[src/common/sewts_defs.vh]
`ifndef SEWTS_DEFS_VH
`define SEWTS_DEFS_VH
// =====================================================
// Device address word
`define SEWTS_TYPE_CODE 4'ha
// =====================================================
// Sizes: 1K=0 2K=1 4K=2 8K=3 16K=4
`define SEWTS_SIZE_1K 3'h0
`define SEWTS_SIZE_2K 3'h1
`define SEWTS_SIZE_4K 3'h2
`define SEWTS_SIZE_8K 3'h3
`define SEWTS_SIZE_16K 3'h4
// =====================================================
// Write cycle timing
`define SEWTS_WR_TIME_MS 5
`define SEWTS_CLK_HZ 20000000
`define SEWTS_WR_CYCLES ((`SEWTS_WR_TIME_MS * `SEWTS_CLK_HZ) / 1000)
// =====================================================
// Page buffer
`define SEWTS_FIFO_DEPTH 32
`define SEWTS_FIFO_AW 5
`endif

[src/design/sewts_fifo.v]
`timescale 1ns/100ps
`include "sewts_defs.vh"
module sewts_fifo #(
    parameter WIDTH = 19,
    parameter DEPTH = `SEWTS_FIFO_DEPTH,
    parameter AW = `SEWTS_FIFO_AW
) (
    // Clock and reset
    input wire clk,
    input wire rst,
    // Fill side
    input wire in_valid,
    output wire in_ready,
    input wire [WIDTH-1:0] in_data,
    // Drain side
    output reg out_valid,
    input wire out_ready,
    output reg [WIDTH-1:0] out_data
);
    reg [WIDTH-1:0] mem_q [0:DEPTH-1];
    reg [AW:0] wr_q;
    reg [AW:0] rd_q;
    wire [AW:0] count = wr_q - rd_q;
    wire full = (count == DEPTH);
    wire empty = (wr_q == rd_q);
    wire pop = !empty && (!out_valid || out_ready);
    assign in_ready = !full;
    always @(posedge clk) begin
        if (in_valid && !full) begin
            mem_q[wr_q[AW-1:0]] <= in_data;
        end
    end
    always @(posedge clk or posedge rst) begin
        if (rst) begin
            wr_q <= {(AW+1){1'b0}};
            rd_q <= {(AW+1){1'b0}};
            out_valid <= 1'b0;
            out_data <= {WIDTH{1'b0}};
        end else begin
            if (in_valid && !full) begin
                wr_q <= wr_q + 1'b1;
            end
            if (pop) begin
                rd_q <= rd_q + 1'b1;
                out_data <= mem_q[rd_q[AW-1:0]];
                out_valid <= 1'b1;
            end else if (out_ready) begin
                out_valid <= 1'b0;
            end
        end
    end
endmodule // sewts_fifo

[src/design/sewts_slave.v]
`timescale 1ns/100ps
`include "sewts_defs.vh"
module sewts_slave #(
    parameter WR_CYCLES = `SEWTS_WR_CYCLES
) (
    // Clock and reset
    input wire clk,
    input wire rst,
    // Configuration
    input wire [2:0] size_sel,
    input wire chip_select_in_2,
    input wire chip_select_in_1,
    input wire chip_select_in_0,
    input wire write_protect,
    // Two-wire pins
    input wire scl_in,
    input wire sda_in,
    output reg sda_out,
    output reg sda_oe,
    // Array write port
    output reg mem_wr_valid,
    input wire mem_wr_ready,
    output reg [10:0] mem_wr_addr,
    output reg [7:0] mem_wr_data,
    // Status
    output reg standby,
    output reg write_busy
);
    localparam ST_IDLE = 3'h0;
    localparam ST_DEV = 3'h1;
    localparam ST_WADDR = 3'h2;
    localparam ST_DATA = 3'h3;
    localparam ST_IGNORE = 3'h4;
    // =====================================================
    // Pin synchronisers
    reg scl_m_q, scl_s_q, scl_p_q;
    reg sda_m_q, sda_s_q, sda_p_q;
    always @(posedge clk or posedge rst) begin
        if (rst) begin
            scl_m_q <= 1'b1;
            scl_s_q <= 1'b1;
            scl_p_q <= 1'b1;
            sda_m_q <= 1'b1;
            sda_s_q <= 1'b1;
            sda_p_q <= 1'b1;
        end else begin
            scl_m_q <= scl_in;
            scl_s_q <= scl_m_q;
            scl_p_q <= scl_s_q;
            sda_m_q <= sda_in;
            sda_s_q <= sda_m_q;
            sda_p_q <= sda_s_q;
        end
    end
    wire scl_rise = scl_s_q && !scl_p_q;
    wire scl_fall = !scl_s_q && scl_p_q;
    wire start_cond = scl_s_q && scl_p_q && sda_p_q && !sda_s_q;
    wire stop_cond = scl_s_q && scl_p_q && !sda_p_q && sda_s_q;
    // =====================================================
    // Protocol state
    reg [2:0] state_q;
    reg [3:0] bit_q;
    reg [7:0] shift_q;
    reg ack_q;
    reg [10:0] addr_q;
    reg [2:0] page_q;
    reg wrote_q;
    reg [31:0] wr_cnt_q;
    reg fifo_in_valid_q;
    reg [18:0] fifo_in_data_q;
    wire fifo_in_ready;
    wire fifo_out_valid;
    wire [18:0] fifo_out_data;
    wire small_part = (size_sel == `SEWTS_SIZE_1K) || (size_sel == `SEWTS_SIZE_2K);
    wire [7:0] rx_byte = {shift_q[6:0], sda_s_q};
    reg dev_match;
    reg [2:0] page_bits;
    always @* begin
        dev_match = (rx_byte[7:4] == `SEWTS_TYPE_CODE);
        page_bits = 3'h0;
        case (size_sel)
            `SEWTS_SIZE_1K, `SEWTS_SIZE_2K: begin
                dev_match = dev_match && (rx_byte[3:1] ==
                    {chip_select_in_2, chip_select_in_1, chip_select_in_0});
            end
            `SEWTS_SIZE_4K: begin
                dev_match = dev_match && (rx_byte[3:2] == {chip_select_in_2, chip_select_in_1});
                page_bits = {2'h0, rx_byte[1]};
            end
            `SEWTS_SIZE_8K: begin
                dev_match = dev_match && (rx_byte[3] == chip_select_in_2);
                page_bits = {1'h0, rx_byte[2:1]};
            end
            default: begin
                page_bits = rx_byte[3:1];
            end
        endcase
    end
    // Draining must finish before the timed cycle ends, so busy also waits on the buffer
    wire drain_busy = fifo_out_valid || fifo_in_valid_q || mem_wr_valid;
    always @(posedge clk or posedge rst) begin
        if (rst) begin
            state_q <= ST_IDLE;
            bit_q <= 4'h0;
            shift_q <= 8'h00;
            ack_q <= 1'b0;
            addr_q <= 11'h000;
            page_q <= 3'h0;
            wrote_q <= 1'b0;
            wr_cnt_q <= 32'h0;
            write_busy <= 1'b0;
            standby <= 1'b1;
            sda_out <= 1'b0;
            sda_oe <= 1'b0;
            fifo_in_valid_q <= 1'b0;
            fifo_in_data_q <= 19'h00000;
        end else begin
            fifo_in_valid_q <= 1'b0;
            if (write_busy) begin
                // Bus pins are ignored while the cycle runs
                if (wr_cnt_q != 32'h0) begin
                    wr_cnt_q <= wr_cnt_q - 32'h1;
                end else if (!drain_busy) begin
                    write_busy <= 1'b0;
                    standby <= 1'b1;
                end
                sda_oe <= 1'b0;
                state_q <= ST_IDLE;
            end else if (stop_cond) begin
                state_q <= ST_IDLE;
                sda_oe <= 1'b0;
                if (wrote_q) begin
                    write_busy <= 1'b1;
                    wr_cnt_q <= WR_CYCLES - 1;
                    wrote_q <= 1'b0;
                end else begin
                    standby <= 1'b1;
                end
            end else if (start_cond) begin
                state_q <= ST_DEV;
                bit_q <= 4'h0;
                ack_q <= 1'b0;
                sda_oe <= 1'b0;
                standby <= 1'b0;
            end else if (state_q != ST_IDLE) begin
                if (scl_rise && !ack_q) begin
                    shift_q <= rx_byte;
                    bit_q <= bit_q + 4'h1;
                    if (bit_q == 4'h7) begin
                        case (state_q)
                            ST_DEV: begin
                                if (dev_match && !rx_byte[0]) begin
                                    ack_q <= 1'b1;
                                    page_q <= page_bits;
                                    state_q <= ST_WADDR;
                                end else if (dev_match) begin
                                    ack_q <= 1'b1; // Read path lies outside this block
                                    state_q <= ST_IGNORE;
                                end else begin
                                    state_q <= ST_IDLE;
                                    standby <= 1'b1;
                                end
                            end
                            ST_WADDR: begin
                                ack_q <= 1'b1;
                                addr_q <= {page_q, rx_byte};
                                state_q <= ST_DATA;
                            end
                            ST_DATA: begin
                                ack_q <= 1'b1;
                                if (!write_protect && fifo_in_ready) begin
                                    fifo_in_valid_q <= 1'b1;
                                    fifo_in_data_q <= {addr_q, rx_byte};
                                    wrote_q <= 1'b1;
                                end
                                if (small_part) begin
                                    addr_q[2:0] <= addr_q[2:0] + 3'h1;
                                end else begin
                                    addr_q[3:0] <= addr_q[3:0] + 4'h1;
                                end
                            end
                            default: begin
                                state_q <= ST_IDLE;
                            end
                        endcase
                    end
                end else if (scl_fall) begin
                    if (ack_q && bit_q == 4'h8) begin
                        sda_out <= 1'b0;
                        sda_oe <= 1'b1;
                        bit_q <= 4'h9;
                    end else if (bit_q == 4'h9) begin
                        sda_oe <= 1'b0;
                        ack_q <= 1'b0;
                        bit_q <= 4'h0;
                        if (state_q == ST_IGNORE) begin
                            state_q <= ST_IDLE;
                        end
                    end
                end else if (scl_rise && bit_q == 4'h8) begin
                    bit_q <= bit_q; // Ack clock high seen before release
                end
            end
        end
    end
    // =====================================================
    // Page buffer toward the array
    sewts_fifo #(
        .WIDTH(19),
        .DEPTH(`SEWTS_FIFO_DEPTH),
        .AW(`SEWTS_FIFO_AW)
    ) u_fifo (
        .clk(clk),
        .rst(rst),
        .in_valid(fifo_in_valid_q),
        .in_ready(fifo_in_ready),
        .in_data(fifo_in_data_q),
        .out_valid(fifo_out_valid),
        .out_ready(!mem_wr_valid || mem_wr_ready),
        .out_data(fifo_out_data)
    );
    always @(posedge clk or posedge rst) begin
        if (rst) begin
            mem_wr_valid <= 1'b0;
            mem_wr_addr <= 11'h000;
            mem_wr_data <= 8'h00;
        end else if (!mem_wr_valid || mem_wr_ready) begin
            mem_wr_valid <= fifo_out_valid;
            mem_wr_addr <= fifo_out_data[18:8];
            mem_wr_data <= fifo_out_data[7:0];
        end
    end
endmodule // sewts_slave

[config.mk]
export PLATFORM = sky130hd
export DESIGN_NAME = sewts_slave
export DESIGN_NICKNAME = d
export VERILOG_FILES = /design/src/design/sewts_fifo.v /design/src/design/sewts_slave.v
export VERILOG_INCLUDE_DIRS = /design/src /design/src/common
export SDC_FILE = /design/constraint.sdc
export NUM_CORES = 1
export LEC_CHECK = 0
export BUFFER_PORTS_ARGS = -buffer_cell sky130_fd_sc_hd__buf_2
export CORE_ASPECT_RATIO = 1.1
export CORE_MARGIN = 1
export CORE_UTILIZATION = 40
export CTS_BUF_LIST = sky130_fd_sc_hd__clkbuf_8
export CTS_CLUSTER_DIAMETER = 200
export DETAILED_ROUTE_END_ITERATION = 10
export GPL_TIMING_DRIVEN = 0
export PLACE_DENSITY = 0.56
export RECOVER_POWER = 100
export SYNTH_ARGS = -nofsm -noshare
export SYNTH_HDL_FRONTEND = slang
export SYNTH_HIERARCHICAL = 1
export SYNTH_SLANG_ARGS = --single-unit
[constraint.sdc]
create_clock -name clk -period 3.68 [get_ports clk]
set_input_delay 0.184 -clock clk [delete_from_list [all_inputs] [get_ports clk]]
set_output_delay 0.184 -clock clk [all_outputs]
set_load 0.05 [all_outputs]
# == After elaboration in Yosys (flattened, before gate mapping) ==
# Memories as Yosys holds them, arrays and structs flattened. A register that Yosys moved wholly into a read port is not among the register bits.
# Index checks and enable logic that the tools add are counted.
# word_totals
ff_bits,124
latchBits,0
ram_bits,608
rom_bits,0
inputBits,12
out_inout_bits,24
wordCells,222
n_memories,1
# op_classes
n_addsub,7
multipliers,0
div,0
n_lt_le_gt_ge,0
n_eq_ne,32
n_shift,0
n_mux,81
bitwise_logic,3
reduce_logical,71
# memory_table
memory,depth,word_bits,rd,rd_ports_with_merged_regs,write_ports,line_no,source
u_fifo.mem_q,32,19,1,1,1,sewts_fifo.v:20,reg [WIDTH-1:0] mem_q [0:DEPTH-1];
# ops
operator,count
$mux 32,4
$mux 1,53
$mux 3,13
$reduce_bool 32->1,1
$sub 32x1->32 const B,1
$reduce_and 7->1,4
$mux 4,6
$reduce_and 8->1,3
$reduce_bool 4->1,6
$reduce_bool 2->1,10
$reduce_bool 5->1,4
$pmux 3 s3,2
$reduce_and 9->1,2
$logic_and 1x1->1,16
$ne 5x5->1 const B,3
$add 6x1->6 const B,2
$eq 3x2->1 const B,4
$eq 4x4->1 const B,3
$ne 4x4->1 const B,3
$logic_not 1->1,10
$reduce_and 5->1,2
$reduce_bool 3->1,3
$add 4x1->4 const B,2
$pmux 4 s2,1
24 further kinds,36

# == Depth between registers and ports, before layout ==
# Gate-level depths: netlist of run 1.
# depth
depth_word,12
ltp_mapped,13
ltp_nobuf,11

# == By module ==
# The synthesis of run 1 kept the hierarchy.
# modules_own_cells
module,n_inst,cells_per_inst,area_per_inst_um2,seq_area_each_um2
sewts_fifo,1,1084,24258.3,19058.3
sewts_slave,1,476,5166.2,2786.4

# == Worst setup path before layout of run 1 ==
# OpenSTA, ideal clock, no wires.
# synth_timing
path_kind,reg-to-reg
start,register u_fifo.rd_q[1]
end,memory u_fifo.mem_q[29][0] (enable)
setup_time_ns,0.395
arrival_time_ns,3.214
required_ns,3.285
path_slack_ns,0.071
stages_incl_launch_ff,10
n_path_buf,1
synth_period_minus_slack_ns,3.609
path_cell_list,dfrtp_1 -> buf_2 -> clkinv_1 -> ha_1 -> nor2b_1 -> o21a_1 -> or4_1 -> a41oi_4 -> nand2_1 -> nor2_1
# synth_via
elab_chain_cells,6
# synth_lines
element,line_no,source
"start, declared",sewts_fifo.v:22,reg [AW:0] rd_q;
"start signal, assigned",sewts_fifo.v:36,rd_q <= {(AW+1){1'b0}};
"start signal, assigned",sewts_fifo.v:44,rd_q <= rd_q + 1'b1;
$sub 6x6->6,sewts_fifo.v:23,wire [AW:0] count = wr_q - rd_q;
$eq 6x6->1,sewts_fifo.v:24,wire full = (count == DEPTH);
$logic_not 1->1,sewts_fifo.v:29,if (in_valid && !full) begin
$logic_and 1x1->1,sewts_fifo.v:29,
$mux 1,sewts_fifo.v:29,
$mux 1 (not written as such),sewts_fifo.v:30,mem_q[wr_q[AW-1:0]] <= in_data;
"end, declared",sewts_fifo.v:20,
# Every way passes these cells.

# == Worst setup path in the final report of run 1 ==
# layout_timing
start,register u_fifo.rd_q[1]
end,memory u_fifo.mem_q[21][15] (enable)
# Same word-level chain as after synthesis.

==> flow_summary.toml, run 1 <==
[pwr]
leakage_nw = 11.0
peakVddDrop_uv = 361
power.density_nw_per_um2 = 611

[synth]
synth_cells = 1560
ys_ff_latch = 751
yosysTopAreaCellShare_pct = 62.0
syn_nets = 1587
yosys.area_share.simple_pct = 4.66
synthMuxAreaShare_pct = 14.3
synth_edf_count = 608
synth_area_per_cell_um2 = 18.9
ys.flop_type = "edfxtp_1"
synth_largest_area_cell = "edfxtp_1"
synth_top_family_by_area = "multiplexers"
synth_area_um2 = 29400
synth-compound-area-share_pct = 4.01
async_reset_ff_share_pct = 19.0
ys_types = 70
synth_xor_xnor_area_share_pct = 0.744
ys_seq_area_share_pct = 74.2
ys_warn_count = 6
synth_fa_ha_area_share_pct = 0.638
yosys-top-cells-area = "edfxtp_1 62%, mux4_2 12%, dfrtp_1 12%"

[timing]
slew_headroom_pct = -0.366
slew_violations = 34
clock_skew_ps = 32.3
hold_viol = 0
setup_viol = 0
rsz0062_at_grt = "no"
worstMarginPinSlew_ps = 1510
max_freq_ghz = 0.284
tns_ps = 0
period_minus_slack_ps = 3520
final.period_utilization_pct = 95.6
fin_hold_ws_ps = 135

[layout]
fin_nets = 1808
syn_to_final_growth_pct = 15.0
design_area_um2 = 33800
drive_gt1_share_pct = 26.1
final_common_cell = "edfxtp_1"
instances_no_fill = 2824
layout_common_cells = "608 x edfxtp_1, 152 x mux4_2, 136 x dfrtp_1"

[grt]
grt_pass1_wl_um = 107000
overflow = 0
antenna_found_initial = 1
grt_pass1_vias = 16100
track_usage_pct = 19.8
grt_max_degree = 93

[cts]
insertion_delay_ps = 720
numCtsBuffers = 121
cts-root-buf = "clkbuf_8"
h-tree-depth = 3
cts.path.max_buffers = 3
clk_pin_slew_worst_paths_ps = 60
cts_tree = "done"
cts_sinks = 751

[placed_design]
hpwl_um = 47200
io_buffers = 34
post-place-cells = 2572
placed_area_um2 = 31400
gp_congestion = 0.896

[detailed_routing]
drtAntennaViolNets = 0
drc = 4
drt_pass1_iterations = 8
dr_total_vias = 15600
via_per_inst = 5.54
wl_per_cell_um = 25.6
finalWirelength_um = 72400
drt_iter0_markers = 1214

[worst_setup_path]
cp.arrival_ps = 3910
start_kind = "flop"
cp.required_ps = 4070
cpMaxStageDelayCell = "or4_1"
critical_path.max_stage_delay_ps = 540
crit_family = "simple AND/OR/NAND/NOR gates"
cp_max_fo = 10
worstSetupEndpointType = "flop"
path_cells = "clkbuf_4, clkinvlp_4, ha_1, nor2b_1, o21a_1, or4_1, a41oi_4, buf_12, nand2_4, nor2_2, clkbuf_2"
crit_buf_inv = 4
critPathKind = "flop to flop"

[floorplanning]
die_w_um = 261
initial_core_util_pct = 40.7
fp.dieH_um = 286
die_area_um2 = 74700
core_area_um2 = 72300
io_pins = 36
rows = 103

[min_path]
hold_path_class = "primary input to flop"

[outcome]
status = "finished with violations"
violations = "DRC, capacitance limit, slew limit"

[flow_run]
cap_violations = 1
kinds of logic (layout without fill, tap and decap cells):
| group | count (synthesis) | in the layout |
|---|---|---|
| other cells | 1 | 5 |
| fa+ha+maj | 15 | 15 |
| compound gates | 185 | 185 |
| xor+xnor | 25 | 25 |
| buf+inv | 93 | 408 |
| mux | 223 | 223 |
| flops | 751 | 751 |
| simple gates | 267 | 267 |
per-layer routing:
metal | routed length, um | up-vias | GRT usage (%)
met5 | 0 | - | 0
met4 | 2640 | 0 | 6.94
met3 | 3150 | 129 | 3.37
met2 | 35300 | 422 | 32.4
met1 | 31300 | 8286 | 26.8
li1 | - | 6805 | -
sequential cells by signal, summed over array words and instances, names as in the netlist, 3 cells and up:
signal           count
u_fifo/mem_q       608
wr_cnt_q            32
fifo_in_data_q      19
u_fifo/out_data     19
addr_q              11
mem_wr_addr         11
mem_wr_data          8
shift_q              7
u_fifo/rd_q          6
u_fifo/wr_q          6
bit_q                4
page_q               3
state_q              3
worst paths after layout:
| kind | startpoint | end | slack [ps] | depth (start not counted) |
|---|---|---|---|---|
| max | u_fifo/rd_q[1] | u_fifo/mem_q[21][15] | 160 | 11 |
| min | sda_in | sda_m_q | 130 | 2 |
| max reg2reg | u_fifo/rd_q[1] | u_fifo/mem_q[21][15] | 160 | 11 |
| min reg2reg | scl_m_q | scl_s_q | 340 | 0 |
| max in group asynchronous | rst | sda_oe | 950 | 5 |
| min in group asynchronous | rst | u_fifo/out_data[16] | 430 | 3 |
synth_stat cells (all sizes together), types with 7 or more instances:
cell,n
or3,16
ha,15
a21oi,26
nand2b,8
nor4,25
mux4,152
edfxtp,608
o22ai,75
xnor2,18
dfrtp,136
nand3,16
buf,28
nor3,23
nor2,67
o21ai,41
nand4,8
dfstp,7
clkbuf,40
o31ai,7
inv,21
nand2,65
xor2,7
mux2,67
repair_timing:
action                     4_1_cts  5_1_grt
setup endpoints to repair      625      203
gates resized for setup         42        4
hold buffers                     8        0
gates cloned                     0        0
setup buffers                   23        0
pin swaps                       19        1
hold endpoints to repair       143        0
stage by stage:
step	total power, mW	setup slack (ps)	util (%)
final	20.7	163	46.8
after global routing	21.5	20.1	46.8
after CTS	21.0	38.2	47.4
after detailed placement	14.4	-725	43.5
after global placement	14.4	-1480	42.6
after floorplan	12.9	71.4	-
power breakdown:
part | leakage (nW) | switching [mW] | internal [mW] | total, mW
Clock | 1.28 | 3.17 | 3.34 | 6.51
Sequential | 6.90 | 0.352 | 9.46 | 9.81
Combinational | 2.81 | 2.81 | 1.55 | 4.36
cell type report:
| cell class | instances | area, um2 |
|---|---|---|
| Buffer | 68 | 302 |
| Tap cell | 945 | 1180 |
| Antenna cell | 4 | 10.0 |
| Sequential cell | 751 | 21800 |
| Timing Repair Buffer | 98 | 911 |
| Clock inverter | 85 | 384 |
| Inverter | 25 | 100 |
| Multi-Input combinational cell | 716 | 7290 |
| Clock buffer | 132 | 1820 |
| Fill cell | 6172 | 38500 |
Note: power is estimated with default switching activity, not from simulation.
==> inputs of run 2 (changes only) <==
--- a/config.mk
+++ b/config.mk
@@ -6,7 +6,7 @@
 export SDC_FILE = /design/constraint.sdc
 export NUM_CORES = 1
 export LEC_CHECK = 0
-export BUFFER_PORTS_ARGS = -buffer_cell sky130_fd_sc_hd__buf_2
+export BUFFER_PORTS_ARGS = -buffer_cell sky130_fd_sc_hd__clkbuf_2
 export CORE_ASPECT_RATIO = 1.1
 export CORE_MARGIN = 1
 export CORE_UTILIZATION = 40
@@ -14,7 +14,7 @@
 export CTS_CLUSTER_DIAMETER = 200
 export DETAILED_ROUTE_END_ITERATION = 10
 export GPL_TIMING_DRIVEN = 0
-export PLACE_DENSITY = 0.56
+export PLACE_DENSITY = 0.54
 export RECOVER_POWER = 100
 export SYNTH_ARGS = -nofsm -noshare
 export SYNTH_HDL_FRONTEND = slang
==> constraint.sdc (replaced) <==
create_clock -name clk -period 3.75 [get_ports clk]
set_input_delay 0.1875 -clock clk [delete_from_list [all_inputs] [get_ports clk]]
set_output_delay 0.1875 -clock clk [all_outputs]
set_load 0.05 [all_outputs]
==> run 2 against run 1 <==
  * The run now ends clean
  * Setup slack worse by 49 ps
  * Wire length grew 1.6%
  * Non-clock buffer count increased by 8
  * Highest routed layer unchanged
==> flow_summary.toml, run 2 (synthesis gave the netlist of run 1 again) <==
[worst_setup_path]
crit_start = "u_fifo/rd_q[1]"
reg2reg_slack_ps = 110
cp.arrival_ps = 4010
cp.required_ps = 4120
r2r_start = "u_fifo/rd_q[1]"
critPathKind = "flop to flop"
worstSetupEndpointType = "flop"
cp_max_fo = 11
start_kind = "flop"
path_cells = "clkbuf_4, clkinvlp_4, ha_1, nor2b_1, o21a_1, or4_1, a41oi_4, nand2_2, nor2_4, buf_2"
critical_path.max_stage_delay_ps = 550
crit_family = "simple AND/OR/NAND/NOR gates"
crit_buf_inv = 3
cpMaxStageDelayCell = "or4_1"

[floorplanning]
rows = 103
core_area_um2 = 72300
die_area_um2 = 74700
die_w_um = 261
io_pins = 36
initial_core_util_pct = 40.7
fp.dieH_um = 286

[layout]
fin_nets = 1815
layout_common_cells = "608 x edfxtp_1, 152 x mux4_2, 136 x dfrtp_1"
drive_gt1_share_pct = 26.7
final_common_cell = "edfxtp_1"
nFillCells = 6124
largest_reg_flops = 608
syn_to_final_growth_pct = 15.9
instances_no_fill = 2839

[grt]
grt_pass1_vias = 16300
grt_pass1_wl_um = 109000
track_usage_pct = 20.2
grt_max_degree = 92
use_met3_pct = 3.79
overflow = 0
use_met1_pct = 27.5
antenna_found_initial = 1
grt_most_used_layer = "met2"
grt_use_met2_pct = 32.6

[timing]
slew_headroom_pct = 4.14
max_freq_ghz = 0.275
hold_viol = 0
fin_ws_ps = 115
period_minus_slack_ps = 3640
tns_ps = 0
clock_skew_ps = 39.2
slew_violations = 0
final.period_utilization_pct = 96.9
setup_viol = 0
rsz0062_at_grt = "no"
worstMarginPinSlew_ps = 1440

[cts]
h-tree-depth = 3
cts_tree = "done"
cts_sinks = 751
insertion_delay_ps = 740
cts-root-buf = "clkbuf_8"
clk_pin_slew_worst_paths_ps = 70
numCtsBuffers = 120
cts.path.max_buffers = 3

[placed_design]
hpwl_um = 47100
post-place-cells = 2572
dp_slack_ps = -587
gp_congestion = 0.874
io_buffers = 34

[pwr]
leakage_nw = 11.1
peakVddDrop_uv = 352
power.density_nw_per_um2 = 597

[detailed_routing]
drc = 0
wl_per_cell_um = 25.9
dr_total_vias = 15800
drt_iter0_markers = 1205
drtAntennaViolNets = 0
finalWirelength_um = 73500
via_per_inst = 5.55
drt_pass1_iterations = 5

[outcome]
status = "completed"

[flow_run]
cap_violations = 0

[min_path]
hold_path_class = "primary input to flop"
hold_start = "sda_in"
==> run 2: power by group <==
part / total [mW] / internal, mW / switching, mW / leakage [nW]
Sequential: 9.62 / 9.28 / 0.337 / 6.90
Combinational: 4.27 / 1.52 / 2.76 / 2.88
Clock: 6.47 / 3.27 / 3.20 / 1.29
==> run 2: metal layers <==
metal	up-vias	wire, um
met5	-	0
li1	6820	-
met1	8357	31500
met4	0	2370
met2	456	35800
met3	117	3830
==> run 2: through the flow <==
| stage | utilization (%) | power, mW | hold slack (ps) | cell area [um2] |
|---|---|---|---|---|
| after floorplan | - | 12.7 | 192 | 29400 |
| after global placement | 42.6 | 14.1 | 279 | 30800 |
| after detailed placement | 43.6 | 14.2 | 169 | 31500 |
| after CTS | 47.7 | 20.7 | 52.6 | 34500 |
| after global routing | 47.2 | 21.2 | 58.0 | 34100 |
| final | 47.2 | 20.4 | 118 | 34100 |
==> run 2: cell type report <==
class	instances	area (um2)	area share, %
Antenna cell	2	5.00	0.0147
Buffer	68	300	0.881
Clock buffer	127	1750	5.13
Clock inverter	99	478	1.40
Inverter	25	100	0.294
Multi-Input combinational cell	716	7290	21.4
Sequential cell	751	21800	64.1
Tap cell	945	1180	3.47
Timing Repair Buffer	106	1140	3.34
==> run 2: worst paths after layout <==
kind / to / cells past startpoint
max in group asynchronous: state_q[0] / 5
max reg2reg: u_fifo/mem_q[6][16] / 10
min reg2reg: sda_s_q / 0
min in group asynchronous: u_fifo/out_data[14] / 3
max: u_fifo/mem_q[6][16] / 10
min: sda_m_q / 2
==> run 2: what timing repair did <==
item	4_1_cts	5_1_grt
pin swaps	22	2
setup endpoints to repair	616	187
gates resized for setup	38	6
buffers inserted	28	3
endpoints found under the hold margin	143	0
hold buffers	8	0
==> run 2: worst register-to-register path: cells and delay by family (launching register included) <==
kind | cells | cell delay [ps]
adder cells (fa/ha/maj) | 1 | 370
AO/OA/AOI/OAI | 2 | 430
flip-flops | 1 | 350
buffers and inverters | 3 | 860
AND/OR/NAND/NOR | 4 | 1270
==> inputs of run 3 (changes only) <==
--- a/config.mk
+++ b/config.mk
@@ -14,7 +14,6 @@
 export CTS_CLUSTER_DIAMETER = 200
 export DETAILED_ROUTE_END_ITERATION = 10
 export GPL_TIMING_DRIVEN = 0
-export PLACE_DENSITY = 0.54
 export RECOVER_POWER = 100
 export SYNTH_ARGS = -nofsm -noshare
 export SYNTH_HDL_FRONTEND = slang
==> run 3 against run 2 <==
  * The flow now finishes with violations (DRC, capacitance limit, slew limit)
  * Count of clock-buffer cells in the layout is 10 higher
  * First-iteration DRC count grew 2.7%
  * Sequential share of layout area is 0.58 points lower
  * Register-to-register slack got worse by 20 ps
  * Fmax decreased by 0.43%
  * Setup slack worse by 16 ps
  * Sequential power hardly changed
==> flow_summary.toml, run 3 (synthesis gave the netlist of run 1 again) <==
[outcome]
status = "finished with violations"
violations = "DRC, capacitance limit, slew limit"

[pwr]
leakage_nw = 11.2
peakVddDrop_uv = 328
p_comb_share_pct = 20.8
total_power_mw = 20.4
power_switching_mw = 6.18
sw_frac_of_total_pct = 30.3
p_int_mw = 14.2
sequentialPowerShare_pct = 47.2
power.density_nw_per_um2 = 594
clockPowerShare_pct = 32.1

[timing]
max_freq_ghz = 0.274
tns_ps = 0
rsz0062_at_grt = "yes"
slew_headroom_pct = -38.0
setup_viol = 0
worstMarginPinSlew_ps = 2060
fin_ws_ps = 99.0
hold_viol = 0
slew_violations = 39
clock_skew_ps = 44.0
fin_hold_ws_ps = 0.783
final.period_utilization_pct = 97.4
period_minus_slack_ps = 3650

[worst_setup_path]
cp.arrival_ps = 4230
critPathKind = "flop to flop"
start_kind = "flop"
cp.required_ps = 4330
worstSetupEndpointType = "flop"
cp_max_fo = 10
r2r.worst_path.cells = 7

[placed_design]
hpwl_um = 46400
dp_slack_ps = -522
gp_congestion = 0.896
io_buffers = 34

[detailed_routing]
drtAntennaViolNets = 0
wl_met2_um = 35200
wl_met1_um = 29300
wl_per_cell_um = 25.1
drc = 4
dr_total_vias = 15800
top_layer_used = "met4"
via_per_inst = 5.57
drt_iter0_markers = 1237
drt_pass1_iterations = 11
dr_wl_met3_um = 4100
finalWirelength_um = 71200

[grt]
track_usage_pct = 19.4
grt_pass1_wl_um = 105000
grt_pass1_vias = 16000
overflow = 0
grt_max_degree = 74
antenna_found_initial = 0

[layout]
largest_reg_flops = 608
drive_gt1_share_pct = 27.9
final_common_cell = "edfxtp_1"
syn_to_final_growth_pct = 16.9
fin_util_pct = 47.6
layout_common_cells = "608 x edfxtp_1, 152 x mux4_2, 137 x clkbuf_8"
fin_nets = 1820

[floorplanning]
rows = 103
io_pins = 36
fp.dieH_um = 286
initial_core_util_pct = 40.7
die_w_um = 261
die_area_um2 = 74700
core_area_um2 = 72300

[cts]
cts.path.max_buffers = 3
cts_tree = "done"
insertion_delay_ps = 720
numCtsBuffers = 117
cts_sinks = 751
clk_pin_slew_worst_paths_ps = 60
h-tree-depth = 3
cts-root-buf = "clkbuf_8"

[flow_run]
cap_violations = 1

[min_path]
hold_path_class = "primary input to asynchronous set/reset pin"
## run 3: changes by cell type in the layout (fill, tap and decap cells not counted), moves of 5 or more
cell / before / now
buf_4: 8 / 27
buf_8: 11 / 23
clkbuf_2: 25 / 13
clkbuf_8: 127 / 137
clkinv_1: 38 / 32
clkinv_2: 19 / 14
nor2_1: 45 / 35
nor2_2: 5 / 0
nor2_4: 17 / 32
## run 3: worst paths after layout
check                               start             endpoint  slack (ps)
setup / recovery           u_fifo/rd_q[0]   u_fifo/out_data[0]         100
hold / removal                        rst  u_fifo/out_data[12]         0.8
setup reg to reg           u_fifo/rd_q[0]   u_fifo/out_data[0]         100
hold reg to reg                   sda_m_q              sda_s_q         350
max in group asynchronous             rst              sda_p_q        2030
min in group clk                   sda_in              sda_m_q         120
## run 3: power groups by stage
stage | Sequential, mW | Combinational [mW] | Clock [mW]
after floorplan | 9.98 | 2.69 | 0
after global placement | 9.78 | 4.30 | 0
after detailed placement | 9.80 | 4.33 | 0
after CTS | 9.63 | 4.35 | 6.71
after global routing | 9.68 | 4.50 | 7.07
final | 9.63 | 4.24 | 6.55
## run 3: what timing repair did
action | 4_1_cts | 5_1_grt
setup buffers | 20 | 19
pin swaps | 14 | 15
hold endpoints to repair | 77 | 0
hold buffers | 7 | 0
endpoints found under the setup margin | 605 | 244
gates resized for setup | 40 | 4
## run 3: worst max-delay path, cell delays in order, from the launching register on
cell      delay, ps
dfrtp_1         390
buf_2           320
clkbuf_2        470
clkbuf_1        710
mux4_2          670
o22ai_1         530
nor4_1          140
mux2_2          290
## run 3: per-stage QoR
step	cell area, um2	cells
5_1_grt	34400	2838
3_3_place_gp	30800	2539
3_5_place_dp	31500	2572
4_1_cts	34300	2818
6_report	34400	2840
2_1_floorplan	29400	1560
## run 3: final cells by class
cell class                      instances  area (um2)
Antenna cell                            2        5.00
Timing Repair Buffer                  114        1300
Tap cell                              945        1180
Clock buffer                          137        1890
Buffer                                 68         289
Multi-Input combinational cell        716        7400
Inverter                               25         100
Clock inverter                         82         392
Sequential cell                       751       21800
Fill cell                            6005       37900
## run 3: per-layer routing
layer | track usage, % | vias up
met1 | 26.0 | 8346
met2 | 31.7 | 548
met4 | 8.22 | 0
li1 | - | 6826
met5 | 0 | -
met3 | 3.06 | 112
